==> src/sai_defs.svh <==
// Register offsets, field positions, reset values and timing counts for the serial audio port
`ifndef SAI_DEFS_SVH
`define SAI_DEFS_SVH

// ----------------------------------------
// Register byte offsets
// ----------------------------------------
`define SAI_OFF_FMT      8'h00
`define SAI_OFF_MASTER   8'h04
`define SAI_OFF_BDIV     8'h08
`define SAI_OFF_FDIV     8'h0c
`define SAI_OFF_STATUS   8'h10
`define SAI_OFF_LEFT     8'h14
`define SAI_OFF_RIGHT    8'h18
`define SAI_OFF_RATE     8'h1c

// ----------------------------------------
// Field positions and reset values
// ----------------------------------------
`define SAI_FMT_FMT_LSB  0
`define SAI_FMT_LEN_LSB  4
`define SAI_FMT_OFS_LSB  8
`define SAI_FMT_SW_BIT   16
`define SAI_MST_SEL_MASK 32'h0000_0031
`define SAI_LEN_RST      2'h2
`define SAI_BDIV_RST     7'h01
`define SAI_FDIV_RST     8'h40
`define SAI_STAT_CLKERR  0
`define SAI_STAT_FSYNC   1
`define SAI_STAT_BSYNC   2

// ----------------------------------------
// Timing
// ----------------------------------------
`define SAI_DRIFT_MAX    5
`define SAI_BAD_FRAMES   4
`define SAI_PLL_FS_RATIO 2048
`define SAI_DSP_FS_RATIO 1024
`define SAI_PLL_KHZ      98304

`endif

==> src/sai_pkg.sv <==
// Types shared by the serial audio port modules
package sai_pkg;
  typedef enum logic [1:0] {SAI_I2S, SAI_LJ, SAI_RJ, SAI_TDM} sai_fmt_t;
  typedef enum logic [1:0] {SAI_W16, SAI_W20, SAI_W24, SAI_W32} sai_len_t;
endpackage : sai_pkg

==> src/sai_clk_if.sv <==
// Master clock generator connection between the port and its divider
`timescale 1ns/100ps
interface sai_clk_if;
  logic       enable;
  logic [6:0] bit_div;
  logic [7:0] frame_div;
  logic       bit_clk;
  logic       frame_clk;
  modport ctrl (output enable, output bit_div, output frame_div,
                input bit_clk, input frame_clk);
  modport gen  (input enable, input bit_div, input frame_div,
                output bit_clk, output frame_clk);
endinterface : sai_clk_if

==> src/sai_master_gen.sv <==
// Bit and frame clock divider used in master mode
`timescale 1ns/100ps
module sai_master_gen (
  input  wire logic clk,
  input  wire logic rst_b,
  input  wire logic mclk_tick,
  sai_clk_if.gen    cg
);
  import sai_pkg::*;
  `include "sai_defs.svh"

  logic [6:0] mdiv_reg;
  logic [7:0] bcnt_reg;

  // ----------------------------------------
  // Dividers
  // ----------------------------------------
  // Bit clock toggles every bit_div ticks; frame clock toggles every frame_div bit clock periods
  always_ff @(posedge clk or negedge rst_b) begin
    if (!rst_b) begin
      mdiv_reg     <= 7'h00;
      bcnt_reg     <= 8'h00;
      cg.bit_clk   <= 1'b0;
      cg.frame_clk <= 1'b0;
    end else if (!cg.enable) begin
      mdiv_reg     <= 7'h00;
      bcnt_reg     <= 8'h00;
      cg.bit_clk   <= 1'b0;
      cg.frame_clk <= 1'b0;
    end else if (mclk_tick) begin
      if (mdiv_reg + 7'h01 >= cg.bit_div) begin
        mdiv_reg   <= 7'h00;
        cg.bit_clk <= ~cg.bit_clk;
        if (cg.bit_clk) begin
          if (bcnt_reg + 8'h01 >= cg.frame_div) begin
            bcnt_reg     <= 8'h00;
            cg.frame_clk <= ~cg.frame_clk;
          end else begin
            bcnt_reg <= bcnt_reg + 8'h01;
          end
        end
      end else begin
        mdiv_reg <= mdiv_reg + 7'h01;
      end
    end
  end
endmodule : sai_master_gen

==> src/sai_port.sv <==
// Serial audio input port: format decode, clock checks and AHB-Lite registers
//
// Functional notes
// - Data sampled on bit clock rising edge.
// - Frame clock is word clock or frame sync.
// - Two-channel formats: 16-32 bits, 32/48/64 fs.
// - TDM frame rate and clock ratio limits.
// - Frame drift beyond five ticks forces resync.
// - Bad bit clock four frames forces resync; the code flags it on the fifth bad frame.
// - Format chosen by control register.
// - Reset format is I2S, 24 bits.
// - Master mode drives bit and frame clocks.
// - Two divider fields set master ratios.
// - RJ and TDM only under software control.
// - TDM frame starts at sync rising edge.
// - TDM data offset zero, one or N.
// - Right-justified: high is left channel.
// - PLL 2048x, processing 1024x sample rate.
//
// The address map and the AHB-Lite register port were decided locally.
`timescale 1ns/100ps
`include "sai_defs.svh"
module sai_port #(
  parameter int FRAME_TOL = `SAI_DRIFT_MAX,
  parameter int BAD_LIMIT = `SAI_BAD_FRAMES
) (
  input  wire logic        clk,
  input  wire logic        rst_b,
  input  wire logic        hsel,
  input  wire logic [31:0] haddr,
  input  wire logic [1:0]  htrans,
  input  wire logic        hwrite,
  input  wire logic [2:0]  hsize,
  input  wire logic [31:0] hwdata,
  input  wire logic        hready,
  output logic      [31:0] hrdata,
  output logic             hreadyout,
  output logic             hresp,
  input  wire logic        mclk_tick,
  input  wire logic        hw_mode,
  input  wire logic        bit_clk_in,
  input  wire logic        frame_clock_in,
  input  wire logic        serial_data_in,
  output logic             bit_clk_out,
  output logic             bit_clk_oe_b,
  output logic             frame_clock_out,
  output logic             frame_clock_oe_b,
  output logic      [31:0] left_sample,
  output logic      [31:0] right_sample,
  output logic             sample_valid,
  output logic             clock_error
);
  import sai_pkg::*;

  // ----------------------------------------
  // Registers and state
  // ----------------------------------------
  sai_fmt_t    fmt_reg;
  sai_len_t    len_reg;
  logic [4:0]  ofs_reg;
  logic        sw_reg;
  logic [31:0] mst_reg;
  logic [6:0]  bdiv_reg;
  logic [7:0]  fdiv_reg;
  logic        wr_pend_reg;
  logic [7:0]  wr_addr_reg;
  logic [31:0] shift_reg;
  logic [5:0]  bitcnt_reg;
  logic [5:0]  want_reg;
  logic [15:0] mclk_cnt_reg;
  logic [15:0] mclk_ref_reg;
  logic        ref_ok_reg;
  logic [2:0]  bad_cnt_reg;
  logic [8:0]  bits_frame_reg;
  logic        fsync_err_reg;
  logic        bsync_err_reg;
  logic        bclk_d_reg;
  logic        fclk_d_reg;
  logic        cur_right_reg;
  logic        slot_reg;

  sai_clk_if cgi ();

  sai_master_gen u_gen (
    .clk       (clk),
    .rst_b     (rst_b),
    .mclk_tick (mclk_tick),
    .cg        (cgi.gen)
  );

  // Effective format: hardware pin mode falls back to two-channel formats
  function automatic sai_fmt_t eff_fmt(input sai_fmt_t f, input logic hw);
    eff_fmt = (hw && (f == SAI_RJ || f == SAI_TDM)) ? SAI_I2S : f;
  endfunction : eff_fmt

  function automatic logic [5:0] len_bits(input sai_len_t l);
    unique case (l)
      SAI_W16: len_bits = 6'd16;
      SAI_W20: len_bits = 6'd20;
      SAI_W24: len_bits = 6'd24;
      SAI_W32: len_bits = 6'd32;
    endcase
  endfunction : len_bits

  logic     master;
  sai_fmt_t fmt;
  logic     bclk;
  logic     fclk;
  logic     brise;
  logic     fedge;
  logic     frise;
  logic     resync;

  // Master select needs all three mode bits
  assign master      = (mst_reg & `SAI_MST_SEL_MASK) == `SAI_MST_SEL_MASK;
  assign fmt         = eff_fmt(fmt_reg, hw_mode);
  assign cgi.enable  = master;
  assign cgi.bit_div = bdiv_reg;
  assign cgi.frame_div = fdiv_reg;
  assign bclk        = master ? cgi.bit_clk : bit_clk_in;
  assign fclk        = master ? cgi.frame_clk : frame_clock_in;
  assign brise       = bclk && !bclk_d_reg;
  assign frise       = fclk && !fclk_d_reg;
  assign fedge       = (fmt == SAI_TDM) ? frise : (fclk != fclk_d_reg);
  assign resync      = fsync_err_reg || bsync_err_reg;

  // Pins driven only in master mode; enables are active low
  assign bit_clk_out      = cgi.bit_clk;
  assign frame_clock_out  = cgi.frame_clk;
  assign bit_clk_oe_b     = !master;
  assign frame_clock_oe_b = !master;
  assign clock_error      = resync;

  // ----------------------------------------
  // AHB-Lite slave
  // ----------------------------------------
  // Zero wait states; writes land in the data phase
  assign hreadyout = 1'b1;
  assign hresp     = 1'b0;

  always_ff @(posedge clk or negedge rst_b) begin
    if (!rst_b) begin
      wr_pend_reg <= 1'b0;
      wr_addr_reg <= 8'h00;
    end else if (hready) begin
      wr_pend_reg <= hsel && htrans[1] && hwrite;
      wr_addr_reg <= haddr[7:0];
    end
  end

  // Control registers
  always_ff @(posedge clk or negedge rst_b) begin
    if (!rst_b) begin
      fmt_reg  <= SAI_I2S;
      len_reg  <= sai_len_t'(`SAI_LEN_RST);
      ofs_reg  <= 5'h00;
      sw_reg   <= 1'b0;
      mst_reg  <= 32'h0000_0000;
      bdiv_reg <= `SAI_BDIV_RST;
      fdiv_reg <= `SAI_FDIV_RST;
    end else if (wr_pend_reg) begin
      unique case (wr_addr_reg)
        `SAI_OFF_FMT: begin
          fmt_reg <= sai_fmt_t'(hwdata[`SAI_FMT_FMT_LSB +: 2]);
          len_reg <= sai_len_t'(hwdata[`SAI_FMT_LEN_LSB +: 2]);
          ofs_reg <= hwdata[`SAI_FMT_OFS_LSB +: 5];
        end
        `SAI_OFF_MASTER: mst_reg <= hwdata & `SAI_MST_SEL_MASK;
        `SAI_OFF_BDIV:   bdiv_reg <= hwdata[6:0];
        `SAI_OFF_FDIV:   fdiv_reg <= hwdata[7:0];
        default: ;
      endcase
    end
  end

  // Read mux, registered at the end of the address phase; unmapped reads zero
  always_ff @(posedge clk or negedge rst_b) begin
    if (!rst_b) begin
      hrdata <= 32'h0000_0000;
    end else if (hready && hsel && htrans[1] && !hwrite) begin
      unique case (haddr[7:0])
        `SAI_OFF_FMT:    hrdata <= {15'h0000, hw_mode, 3'h0, ofs_reg, 2'h0,
                                    len_reg, 2'h0, fmt_reg};
        `SAI_OFF_MASTER: hrdata <= mst_reg;
        `SAI_OFF_BDIV:   hrdata <= {25'h0000000, bdiv_reg};
        `SAI_OFF_FDIV:   hrdata <= {24'h000000, fdiv_reg};
        `SAI_OFF_STATUS: hrdata <= {29'h00000000, bsync_err_reg, fsync_err_reg, resync};
        `SAI_OFF_LEFT:   hrdata <= left_sample;
        `SAI_OFF_RIGHT:  hrdata <= right_sample;
        // Fixed clock ratios so software can plan the clock tree
        `SAI_OFF_RATE:   hrdata <= {16'(`SAI_PLL_FS_RATIO),
                                    16'(`SAI_DSP_FS_RATIO)};
        default:         hrdata <= 32'h0000_0000;
      endcase
    end
  end

  // ----------------------------------------
  // Clock checks
  // ----------------------------------------
  // Counts master ticks per frame; a change beyond tolerance means lost lock
  always_ff @(posedge clk or negedge rst_b) begin
    if (!rst_b) begin
      bclk_d_reg    <= 1'b0;
      fclk_d_reg    <= 1'b0;
      mclk_cnt_reg  <= 16'h0000;
      mclk_ref_reg  <= 16'h0000;
      ref_ok_reg    <= 1'b0;
      fsync_err_reg <= 1'b0;
    end else begin
      bclk_d_reg <= bclk;
      fclk_d_reg <= fclk;
      if (frise) begin
        mclk_cnt_reg <= 16'h0000;
        mclk_ref_reg <= mclk_cnt_reg;
        ref_ok_reg   <= 1'b1;
        // One full frame of matching length clears the fault
        fsync_err_reg <= ref_ok_reg &&
          ((mclk_cnt_reg > mclk_ref_reg + 16'(FRAME_TOL)) ||
           (mclk_cnt_reg + 16'(FRAME_TOL) < mclk_ref_reg));
      end else if (mclk_tick && mclk_cnt_reg != 16'hffff) begin
        mclk_cnt_reg <= mclk_cnt_reg + 16'h0001;
      end
    end
  end

  // Bit clocks per frame must be 32, 48, 64 or 256 per frame
  always_ff @(posedge clk or negedge rst_b) begin
    if (!rst_b) begin
      bits_frame_reg <= 9'h000;
      bad_cnt_reg    <= 3'h0;
      bsync_err_reg  <= 1'b0;
    end else if (frise) begin
      bits_frame_reg <= 9'h000;
      if (bits_frame_reg == 9'd32 || bits_frame_reg == 9'd48 ||
          bits_frame_reg == 9'd64 || bits_frame_reg == 9'd256) begin
        bad_cnt_reg   <= 3'h0;
        bsync_err_reg <= 1'b0;
      end else if (bad_cnt_reg >= 3'(BAD_LIMIT)) begin
        bsync_err_reg <= 1'b1;
      end else begin
        bad_cnt_reg <= bad_cnt_reg + 3'h1;
      end
    end else if (brise && bits_frame_reg != 9'h1ff) begin
      bits_frame_reg <= bits_frame_reg + 9'h001;
    end
  end

  // ----------------------------------------
  // Receiver
  // ----------------------------------------
  // Shifts MSB first; word ends when the chosen length is reached
  always_ff @(posedge clk or negedge rst_b) begin
    if (!rst_b) begin
      shift_reg     <= 32'h0000_0000;
      bitcnt_reg    <= 6'h00;
      want_reg      <= 6'h00;
      cur_right_reg <= 1'b0;
      slot_reg      <= 1'b0;
      left_sample   <= 32'h0000_0000;
      right_sample  <= 32'h0000_0000;
      sample_valid  <= 1'b0;
    end else begin
      sample_valid <= 1'b0;
      if (fedge) begin
        bitcnt_reg <= 6'h00;
        slot_reg   <= 1'b0;
        // Skip bits so the first data bit lines up with the format
        unique case (fmt)
          SAI_I2S: want_reg <= 6'd1;
          SAI_LJ:  want_reg <= 6'd0;
          // Half of the full frame count at frame start, running half frame count at mid-frame edge
          SAI_RJ:  want_reg <= 6'(frise ? bits_frame_reg[8:1] : bits_frame_reg) -
                               len_bits(len_reg);
          SAI_TDM: want_reg <= {1'b0, ofs_reg};
        endcase
        // RJ inverts the channel sense
        cur_right_reg <= (fmt == SAI_RJ) ? !fclk : fclk;
      end else if (brise) begin
        if (want_reg != 6'h00) begin
          want_reg <= want_reg - 6'h01;
        end else if (bitcnt_reg < len_bits(len_reg)) begin
          shift_reg  <= {shift_reg[30:0], serial_data_in};
          bitcnt_reg <= bitcnt_reg + 6'h01;
          if (bitcnt_reg + 6'h01 == len_bits(len_reg)) begin
            sample_valid <= 1'b1;
            // Left aligned in 32 bits; zeros while resync is pending
            if (resync) begin
              left_sample  <= 32'h0000_0000;
              right_sample <= 32'h0000_0000;
            end else if (fmt == SAI_TDM ? slot_reg : cur_right_reg) begin
              right_sample <= {shift_reg[30:0], serial_data_in} << (6'd32 - len_bits(len_reg));
            end else begin
              left_sample  <= {shift_reg[30:0], serial_data_in} << (6'd32 - len_bits(len_reg));
            end
            // TDM carries the second slot right behind the first
            if (fmt == SAI_TDM && !slot_reg) begin
              slot_reg   <= 1'b1;
              bitcnt_reg <= 6'h00;
            end
          end
        end
      end
    end
  end
endmodule : sai_port

==> config.mk <==
export PLATFORM = sky130hd
export DESIGN_NAME = sai_port
export DESIGN_NICKNAME = d
export VERILOG_FILES = /design/src/sai_pkg.sv /design/src/sai_clk_if.sv /design/src/sai_master_gen.sv /design/src/sai_port.sv
export VERILOG_INCLUDE_DIRS = /design/src
export SDC_FILE = /design/constraint.sdc
export NUM_CORES = 1
export LEC_CHECK = 0
export BUFFER_PORTS_ARGS = -buffer_cell sky130_fd_sc_hd__buf_2
export CORE_MARGIN = 2
export CORE_UTILIZATION = 58
export CTS_CLUSTER_DIAMETER = 150
export DETAILED_ROUTE_END_ITERATION = 10
export GPL_TIMING_DRIVEN = 0
export HOLD_SLACK_MARGIN = 0.08
export PLACE_DENSITY = 0.8
export SYNTH_ARGS = -nofsm -noshare
export SYNTH_HDL_FRONTEND = slang
export SYNTH_SLANG_ARGS = --single-unit
==> constraint.sdc <==
create_clock -name clk -period 4.1 [get_ports clk]
set_input_delay 0.41 -clock clk [delete_from_list [all_inputs] [get_ports clk]]
set_output_delay 0.41 -clock clk [all_outputs]
set_load 0.03 [all_outputs]
==> results of run 1 <==
## worst max path at each step
stage | from | end | slack (ps) | cells after the start
4_1_cts | mst_reg[0]$_DFFE_PN0P_ | want_reg[4]$_DFFE_PN0P_ | 130 | 15
3_5_place_dp | mst_reg[0]$_DFFE_PN0P_ | want_reg[4]$_DFFE_PN0P_ | -520 | 16
3_3_place_gp | rst_b | mclk_cnt_reg[7]$_DFFE_PN0P_ | -1580 | 1
6_report | mst_reg[0]$_DFFE_PN0P_ | right_sample[16]$_DFFE_PN0P_ | 310 | 10
2_1_floorplan | mst_reg[5]$_DFFE_PN0P_ | want_reg[4]$_DFFE_PN0P_ | 310 | 16
5_1_grt | mst_reg[0]$_DFFE_PN0P_ | right_sample[16]$_DFFE_PN0P_ | 90 | 10
## layout by cell type (no fill, tap or decap), types with 7 or more instances in the layout
cell and instances:
xor2_1 24, clkbuf_16 27, buf_2 145, clkbuf_1 54, nor2_1 100, nor2b_1 10, nand4_1 19, a22o_1 14
xnor2_1 41, a31oi_1 8, mux2i_1 41, dfrtp_1 241, nand2b_1 13, a21o_1 9, nor3_1 23, o21ai_0 105
mux2_1 19, mux2_2 83, nand2_1 132, and3_1 12, ha_1 68, nand3_1 28, a22oi_1 21, a21oi_1 42
o21a_1 9, a222oi_1 7, mux4_2 16, inv_1 66
## layout make-up
cell class	instances	area, um2	area share
clock inverters	10	88.8	0.00576
repair buffers	136	741	0.0481
plain buffers	65	274	0.0178
well taps	285	357	0.0231
flip-flops and latches	244	6110	0.396
multi-input cells	933	6850	0.444
inverters	67	251	0.0163
clock buffers	39	741	0.0481
## stage by stage
step                      setup WS, ps  cell area, um2   util
after floorplan                    310           13500      -
after global placement           -1580           14500  0.639
after detailed placement          -521           14600  0.642
after CTS                          126           15400  0.679
after global routing              87.5           15400  0.679
final                              309           15400  0.679
## routing by layer
metal	vias up	share of wire	wire length, um
met1	5411	0.42	15200
met5	-	0.00039	14
li1	5018	-	-
met4	2	0.043	1540
met2	476	0.46	16400
met3	95	0.078	2790
## worst max-delay path, delay by kind of cell, from the launching register on
family | cells | cell delay, ps
AND/OR/NAND/NOR | 1 | 190
buffers and inverters | 3 | 720
flip-flops | 1 | 400
multiplexers | 3 | 1050
AO/OA/AOI/OAI | 2 | 950
adder cells (fa/ha/maj) | 1 | 330
## Yosys cell counts, types with 4 or more instances
library cell  count
clkbuf_1         47
mux4_2           16
a2111oi_0         5
mux2_1           19
or2_2             4
o21a_1            9
nor4_1            5
a31oi_1           8
nand2b_1         13
o21ai_0         105
nand3_1          28
o22a_1            6
nor2b_1          10
a22o_1           14
dfrtp_1         241
nand4_1          19
buf_2            13
and4_1            6
a21o_1            9
a221oi_1          6
xnor2_1          41
nand2_1         132
and3_1           12
mux2_2           83
xor2_1           24
nor2_1          100
buf_1             4
a21oi_1          42
mux2i_1          41
a22oi_1          21
ha_1             69
nor3_1           23
inv_1            66
or3_1             4
a211oi_1          6
a222oi_1          7
## timing repair
action,in CTS,in global routing
resized for setup,3,0
hold endpoints to repair,64,0
hold buffers,1,0
setup endpoints to repair,22,2
## cells by family after synthesis
group / Yosys count / share of synthesized area
other: 2 / 0.000557
XOR/XNOR: 65 / 0.0422
AND/OR/NAND/NOR: 371 / 0.127
buffers and inverters: 134 / 0.0393
adder cells (fa/ha/maj): 70 / 0.0655
multiplexers: 159 / 0.142
flip-flops: 244 / 0.453
AO/OA/AOI/OAI: 266 / 0.130
## where the power goes
group	total [mW]	switching, mW	internal, mW
Sequential	2.71	0.167	2.54
Combinational	0.998	0.587	0.412
Clock	2.29	0.972	1.32
==> flow_summary_export.csv, run 1 <==
group,metric,value,unit
place,dp_hpwl,26600,um
timing,slew_violations,0,
clock_tree,cts-root-buf,"clkbuf_16",
global_route,grtUsageMet1,0.416,
route,wire_per_inst,20.2,um
synthesis,synthCells,1311,
synthesis,ys_ff_latch,244,
layout,nFillCells,1738,
pwr,pwr_density_cell,389,nW/um2
route,routed_wl,35900,um
global_route,grt_pass1_wl,56900,um
layout,diodes,0,
floorplan,start_util,0.594,
synthesis,synth-seq-area-share,0.453,
timing,tightest_slew,1100,ps
route,vias_per_cell,6.18,
hold_path,worstHoldPathCells,2,
setup_path,path_class,"register to register",
clock_tree,cts_buffer_depth,3,
timing,setup_viol,0,
setup_path,worstRegToRegCells,10,
synthesis,yosys_most_used_dff,"dfrtp_1",
clock_tree,cts.htree.levels,1,
hold_path,min_delay_worst_endpoint,"ofs_reg[2]$_DFFE_PN0P_",
setup_path,reg2reg_slack,310,ps
synthesis,syn_avg_cell_area,10.3,um2
layout,fin_nets,1623,
layout,reg.largest.list,"hrdata x32, left_sample x32, right_sample x32",
setup_path,crit_slowest_cell,"a2111oi_4",
timing,fin_hold_ws,113,ps
timing,slew_headroom,0.242,
place,place_inst,1730,
floorplan,design.core.area,22700,um2
clock_tree,cts_sinks,244,
synthesis,ys_warn_count,0,
floorplan,num_io_pins,183,
global_route,track_usage,0.297,
floorplan,chipHeight,156,um
status,status,"finished, final reports clean",
setup_path,cpPeakStageDelay,630,ps
pwr,p_total,6.00,mW
clock_tree,cts_buffers,27,
clock_tree,clkTransAtPathRegs,60,ps
global_route,use_met2,0.462,
route,dr.pass1.iters,6,
clock_tree,cts_tree,"done",
timing,post-route-min-period,3790,ps
synthesis,synthArstFlopShare,1.00,
place,gp_congestion,1.00,
layout,finalNonFillerCells,1779,
floorplan,rows,55,
hold_path,hold_path.class,"input port to register",
setup_path,critical_path_required,4510,ps
floorplan,die_w,156,um
setup_path,path_cells,"nand3_1 -> clkbuf_2 -> mux2_2 -> ha_2 -> inv_1 -> mux2i_1 -> a2111oi_4 -> o211ai_2 -> buf_2 -> mux2_1",
timing,fmax,0.264,GHz
timing,hold_viol,0,
global_route,gr-total-overflow,0,
global_route,antenna_found_initial,2,
layout,area_delta_synth_final,14.3,%
global_route,grt_util_met3,0.0515,
timing,rsz0062_at_grt,"false",
setup_path,end_kind,"register",
global_route,top_usage_layer,"met2",
clock_tree,clock_latency,540,ps
hold_path,min_from,"hwdata[10]",
synthesis,syn-num-nets,1460,
route,drt-initial-drc-count,1111,
synthesis,synth_top_area_cell,"dfrtp_1",
route,antenna_left,0,
place,io_buffers,132,
setup_path,arrival,4200,ps
synthesis,synth_area_leaders,"dfrtp_1 (45%), mux2_2 (6.9%), ha_1 (6.4%)",
floorplan,die_area,24500,um2
pwr,p_leak,7.41,nW
setup_path,rr_startpoint,"mst_reg[0]$_DFFE_PN0P_",
timing,setup_tns,0,ps
synthesis,netlist_area,13500,um2
clock_tree,post_cts_buffers,0,
run,cap_violations,0,
route,drc_errors,0,
setup_path,cp-start-kind,"register",
synthesis,synth-edff-count,0,
timing,period_share,0.925,
timing,skew,11.9,ps
synthesis,synth.distinct_cells,68,
setup_path,r2r_end,"right_sample[16]$_DFFE_PN0P_",
layout,drive_gt1_frac,0.205,
route,route.vias.total,11000,
global_route,grt_start_max_net_pins,94,
pwr,ir_worst_vdd,0.297,mV
global_route,grt_pass1_vias,10700,
setup_path,cp_max_fo,18,
synthesis,synth_top_area_frac,0.447,
(Power assumes the default switching activity.)
==> run 2: changes to the inputs <==
--- a/config.mk
+++ b/config.mk
@@ -7,9 +7,9 @@
 export NUM_CORES = 1
 export LEC_CHECK = 0
-export BUFFER_PORTS_ARGS = -buffer_cell sky130_fd_sc_hd__buf_2
 export CORE_MARGIN = 2
-export CORE_UTILIZATION = 58
+export CORE_UTILIZATION = 64
 export CTS_CLUSTER_DIAMETER = 150
 export DETAILED_ROUTE_END_ITERATION = 10
+export DONT_BUFFER_PORTS = 1
 export GPL_TIMING_DRIVEN = 0
 export HOLD_SLACK_MARGIN = 0.08
==> constraint.sdc (replaced) <==
create_clock -name clk -period 4.1 [get_ports clk]
set_input_delay 0.615 -clock clk [delete_from_list [all_inputs] [get_ports clk]]
set_output_delay 0.615 -clock clk [all_outputs]
set_load 0.03 [all_outputs]
==> flow_summary_export.csv, run 2 (synthesized netlist as in run 1, its figures left out) <==
group,metric,value,unit
global_route,gr-total-overflow,0,
route,antenna_left,0,
route,dr.pass1.iters,6,
timing,period_share,0.948,
place,io_buffers,0,
timing,hold_viol,241,
route,vias_per_cell,6.31,
layout,multi_input_area,6850,um2
place,dp_hpwl,25700,um
floorplan,num_io_pins,183,
place,place_inst,1586,
run,cap_violations,0,
timing,tightest_slew,1260,ps
place,post-place-ws,-782,ps
route,routed_wl,35100,um
floorplan,die_area,22300,um2
setup_path,arrival,4300,ps
floorplan,die_w,149,um
clock_tree,cts_sinks,244,
global_route,grt_start_max_net_pins,245,
setup_path,critical_path_required,4510,ps
clock_tree,clock_latency,540,ps
global_route,track_usage,0.321,
layout,diodes,0,
clock_tree,cts-root-buf,"clkbuf_16",
hold_path,hold_path.class,"input port to asynchronous set/reset pin",
route,drt-initial-drc-count,1020,
route,wire_per_inst,21.5,um
timing,setup_tns,0,ps
pwr,pwr_density_cell,421,nW/um2
clock_tree,cts.htree.levels,1,
status,status,"finished with violations",
timing,setup_slack,213,ps
setup_path,cp_max_fo,18,
clock_tree,cts_buffer_depth,3,
place,gp_congestion,0.923,
clock_tree,cts_buffers,26,
pwr,p_leak,6.81,nW
setup_path,cp-start-kind,"register",
setup_path,path_class,"register to register",
pwr,ir_worst_vdd,0.345,mV
setup_path,end_kind,"register",
floorplan,rows,53,
status,violations,"negative hold slack",
floorplan,design.core.area,20800,um2
timing,fin_hold_ws,-226,ps
timing,post-route-min-period,3890,ps
route,drc_errors,0,
clock_tree,post_cts_buffers,0,
layout,ff_latch_area,6110,um2
layout,fin_nets,1486,
timing,skew,20.4,ps
setup_path,reg2reg_slack,210,ps
layout,area_delta_synth_final,9.69,%
floorplan,start_util,0.648,
layout,reg.largest.list,"hrdata x32, left_sample x32, right_sample x32",
timing,fmax,0.257,GHz
layout,final_util,0.710,
layout,nFillCells,1523,
floorplan,chipHeight,149,um
timing,setup_viol,0,
layout,layout_commonest_cell,"dfrtp_1",
layout,mostFrequentLayoutCells,"dfrtp_1 (241), nand2_1 (132), o21ai_0 (105), nor2_1 (100), mux2_2 (83)",
layout,drive_gt1_frac,0.130,
clock_tree,clkTransAtPathRegs,60,ps
timing,rsz0062_at_grt,"false",
global_route,grt_pass1_vias,10100,
timing,slew_headroom,0.149,
timing,slew_violations,0,
global_route,grt_pass1_wl,55700,um
layout,finalNonFillerCells,1632,
global_route,antenna_found_initial,0,
route,route.vias.total,10300,
clock_tree,cts_tree,"done",
run 2: changes by cell type in the layout (fill, tap and decap cells not counted), sizes merged:
cell / change
buf: -134
bufinv: +4
clkbuf: -2
clkinv: -2
clkinvlp: -1
dlygate4sd3: -1
inv: -1
run 2: what timing repair did:
item / in CTS / in global routing
endpoints found under the hold margin: 244 / 244
endpoints found under the setup margin: 62 / 0
resized for setup: 3 / 0
run 2: worst paths after layout:
check | start | end | cells after the start
max in group asynchronous | rst_b | len_reg[1]$_DFFE_PN1P_ | 0
max | mst_reg[0]$_DFFE_PN0P_ | want_reg[4]$_DFFE_PN0P_ | 14
min reg2reg | ref_ok_reg$_DFFE_PN0P_ | ref_ok_reg$_DFFE_PN0P_ | 1
min in group clk | hwdata[6] | cgi.frame_div[6]$_DFFE_PN1P_ | 2
max reg2reg | mst_reg[0]$_DFFE_PN0P_ | want_reg[4]$_DFFE_PN0P_ | 14
min | rst_b | hrdata[24]$_DFFE_PN0P_ | 0
run 2: critical path: stages, from the launching register on:
cell and delay, ps:
dfrtp_1 390, nand3_1 200, clkbuf_2 350, mux2_2 380, ha_2 460, buf_2 350
mux2i_1 190, ha_1 260, fa_1 390, xor2_1 170, nor2_1 60, a21oi_1 140
nor2_1 80, o22a_1 180, o22a_1 170
run 2: per-stage QoR:
step                power, mW  instance area (um2)
finish                   6.23                14800
global route             6.47                14800
CTS                      6.23                14800
detailed placement       3.63                13800
global placement         3.60                13800
floorplan                3.41                13500
run 2: area by class of cell:
| cell class | instances | area share |
|---|---|---|
| inverter | 67 | 0.0170 |
| sequential | 244 | 0.413 |
| buffer | 65 | 0.0185 |
| clock buffer | 38 | 0.0532 |
| multi-input combinational | 933 | 0.463 |
| clock inverter | 10 | 0.0121 |
| tap | 275 | 0.0233 |
run 2: report_power, final:
group	total (mW)	internal, mW	switching (mW)
Combinational	0.899	0.389	0.511
Sequential	2.71	2.54	0.173
Clock	2.61	1.64	0.972
run 2: layer usage:
| metal | GRT usage | share of wire | vias up |
|---|---|---|---|
| met5 | 0 | 0 | - |
| met4 | 0.111 | 0.032 | 0 |
| met3 | 0.0856 | 0.10 | 83 |
| met2 | 0.504 | 0.46 | 439 |
| met1 | 0.434 | 0.40 | 5030 |
| li1 | - | - | 4741 |
==> run 3: changes to the inputs <==
- ABC_AREA: default -> 1
- CORE_UTILIZATION: 64 -> 60
- PLACE_DENSITY: 0.8 -> 0.76
==> flow_summary_export.csv, run 3 <==
group,metric,value,unit
status,status,"finished with violations",
status,violations,"negative hold slack",
timing,setup_slack,290,ps
place,io_buffers,0,
layout,fin_nets,2038,
layout,area_delta_synth_final,9.39,%
layout,mostFrequentLayoutCells,"nand2_1 (603), dfrtp_1 (241), inv_1 (194), o21ai_0 (172), nor2_1 (106)",
clock_tree,cts_sinks,244,
layout,drive_gt1_frac,0.0571,
clock_tree,cts_buffer_depth,3,
setup_path,worstRegToRegCells,16,
floorplan,chipHeight,158,um
route,routed_wl,40500,um
timing,slew_headroom,0.524,
floorplan,start_util,0.607,
synthesis,synth.most_common_cell,"nand2_1",
setup_path,cp-start-kind,"register",
pwr,ir_worst_vdd,0.380,mV
setup_path,critical_path_required,4530,ps
floorplan,rows,56,
run,cap_violations,0,
setup_path,reg2reg_slack,290,ps
floorplan,num_io_pins,183,
setup_path,rr_startpoint,"mst_reg[5]$_DFFE_PN0P_",
clock_tree,clkTransAtPathRegs,60,ps
clock_tree,cts-root-buf,"clkbuf_16",
setup_path,cp_max_fo,10,
clock_tree,cts.htree.levels,1,
global_route,grt_pass1_wl,64400,um
synthesis,synth.distinct_cells,49,
synthesis,synth-seq-area-share,0.432,
global_route,antenna_found_initial,0,
floorplan,die_w,158,um
synthesis,synth_area_leaders,"dfrtp_1 (43%), nand2_1 (16%), o21ai_0 (6.2%)",
synthesis,syn-num-nets,2010,
synthesis,netlist_area,14200,um2
timing,rsz0062_at_grt,"false",
place,gp_congestion,0.971,
route,route.vias.total,12800,
timing,skew,22.4,ps
setup_path,r2r_end,"want_reg[3]$_DFFE_PN0P_",
hold_path,hold_path.class,"input port to asynchronous set/reset pin",
global_route,grt_pass1_vias,12100,
synthesis,yosys-top-cells-count,"nand2_1 (603), dfrtp_1 (241), inv_1 (194)",
floorplan,design.core.area,23300,um2
timing,setup_viol,0,
synthesis,synthCells,1861,
synthesis,synth-edff-count,0,
layout,reg.largest.list,"hrdata x32, left_sample x32, right_sample x32",
floorplan,die_area,24800,um2
layout,diodes,0,
route,antenna_left,0,
timing,post-route-min-period,3810,ps
synthesis,yosys_most_used_dff,"dfrtp_1",
synthesis,ys_ff_latch,244,
setup_path,arrival,4240,ps
timing,fin_hold_ws,-231,ps
setup_path,end_kind,"register",
place,post-place-ws,-89.4,ps
route,dr.pass1.iters,5,
clock_tree,cts_buffers,26,
timing,slew_violations,0,
pwr,pwr_density_cell,489,nW/um2
pwr,p_total,7.57,mW
pwr,p_leak,7.98,nW
place,dp_hpwl,30400,um
route,drt-initial-drc-count,1151,
clock_tree,cts_tree,"done",
route,drc_errors,0,
timing,period_share,0.929,
synthesis,syn_avg_cell_area,7.61,um2
synthesis,synth_top_area_cell,"dfrtp_1",
synthesis,synthArstFlopShare,1.00,
layout,nFillCells,2003,
timing,fmax,0.262,GHz
global_route,grt_start_max_net_pins,245,
synthesis,synth_top_area_frac,0.426,
global_route,gr-total-overflow,0,
clock_tree,clock_latency,550,ps
timing,hold_viol,241,
setup_path,path_class,"register to register",
route,vias_per_cell,5.73,
global_route,track_usage,0.330,
route,wire_per_inst,18.2,um
layout,layout_commonest_cell,"nand2_1",
synthesis,ys_warn_count,0,
timing,tightest_slew,708,ps
## run 3: cell types whose count changed after synthesis, sizes merged, moves of 54 or more
cell / previous run / this run
nand2: 132 / 603
inv: 67 / 196
mux2: 102 / 1
o21ai: 105 / 185
nand4: 20 / 93
nand3: 28 / 82
## run 3: worst max-delay path: stages, from the launching register on
cell,delay (ps)
dfrtp_1,420
nand3_2,300
inv_1,210
o21ai_1,140
inv_1,120
ha_1,150
clkbuf_1,410
clkbuf_2,320
clkbuf_2,300
o21ai_1,170
ha_1,240
fa_1,490
o22ai_1,80
nand2_1,70
o21ai_0,120
nand2_1,100
nand2_1,60
## run 3: area by class of cell
| class | instances | area, um2 | area share |
|---|---|---|---|
| multi-input cells | 1335 | 6870 | 0.444 |
| flip-flops and latches | 244 | 6110 | 0.395 |
| clock buffers | 38 | 797 | 0.0515 |
| inverters | 198 | 743 | 0.0480 |
| plain buffers | 84 | 435 | 0.0281 |
| well taps | 319 | 399 | 0.0258 |
| clock inverters | 10 | 130 | 0.00840 |
## run 3: worst max-delay path by stage
stage	from	endpoint	slack, ps	depth (start not counted)
2_1_floorplan	mst_reg[5]$_DFFE_PN0P_	want_reg[4]$_DFFE_PN0P_	980	15
3_3_place_gp	mst_reg[5]$_DFFE_PN0P_	want_reg[3]$_DFFE_PN0P_	-90	16
3_5_place_dp	mst_reg[5]$_DFFE_PN0P_	want_reg[4]$_DFFE_PN0P_	-90	15
4_1_cts	mst_reg[5]$_DFFE_PN0P_	want_reg[3]$_DFFE_PN0P_	70	16
5_1_grt	mst_reg[5]$_DFFE_PN0P_	want_reg[3]$_DFFE_PN0P_	70	17
6_report	mst_reg[5]$_DFFE_PN0P_	want_reg[3]$_DFFE_PN0P_	290	16
## run 3: cell families (layout without fill, tap and decap cells)
family                     count (synthesis)  after routing  synth area share
DFF                                      244            244             0.432
and+or+nand+nor                          927            927             0.279
adders and majority gates                 70             70            0.0624
xor gates and xnor gates                  50             50            0.0309
muxes                                      1              1          0.000796
AOI/OAI and AO/OA                        285            285             0.112
buffers and inverters                    282            330            0.0831
other                                      2              2          0.000531
## run 3: what timing repair did
item,in CTS,in global routing
gates resized for setup,1,4
endpoints found under the hold margin,244,244
setup endpoints to repair,2,3
setup buffers,0,0
pin swaps,0,0
## run 3: per-layer routing
metal	GRT usage	part of all wire
met3	0.0594	0.074
met1	0.440	0.42
met4	0.116	0.041
met2	0.543	0.47
met5	0	0
## run 3: through the flow
stage / util / setup TNS (ps) / cell area [um2] / hold WS (ps) / cells
global placement: 0.624 / -180 / 14600 / 328 / 2180
detailed placement: 0.624 / -174 / 14600 / 327 / 2180
finish: 0.664 / 0 / 15500 / -231 / 2228
global route: 0.664 / 0 / 15500 / -247 / 2228
CTS: 0.664 / 0 / 15500 / -239 / 2228
floorplan: - / 0 / 14200 / 319 / 1861
## run 3: power by group
group | internal, mW | total [mW] | switching, mW
sequential | 2.65 | 2.89 | 0.245
clock | 1.53 | 2.54 | 1.01
combinational | 0.695 | 2.13 | 1.44
total | 4.88 | 7.57 | 2.69
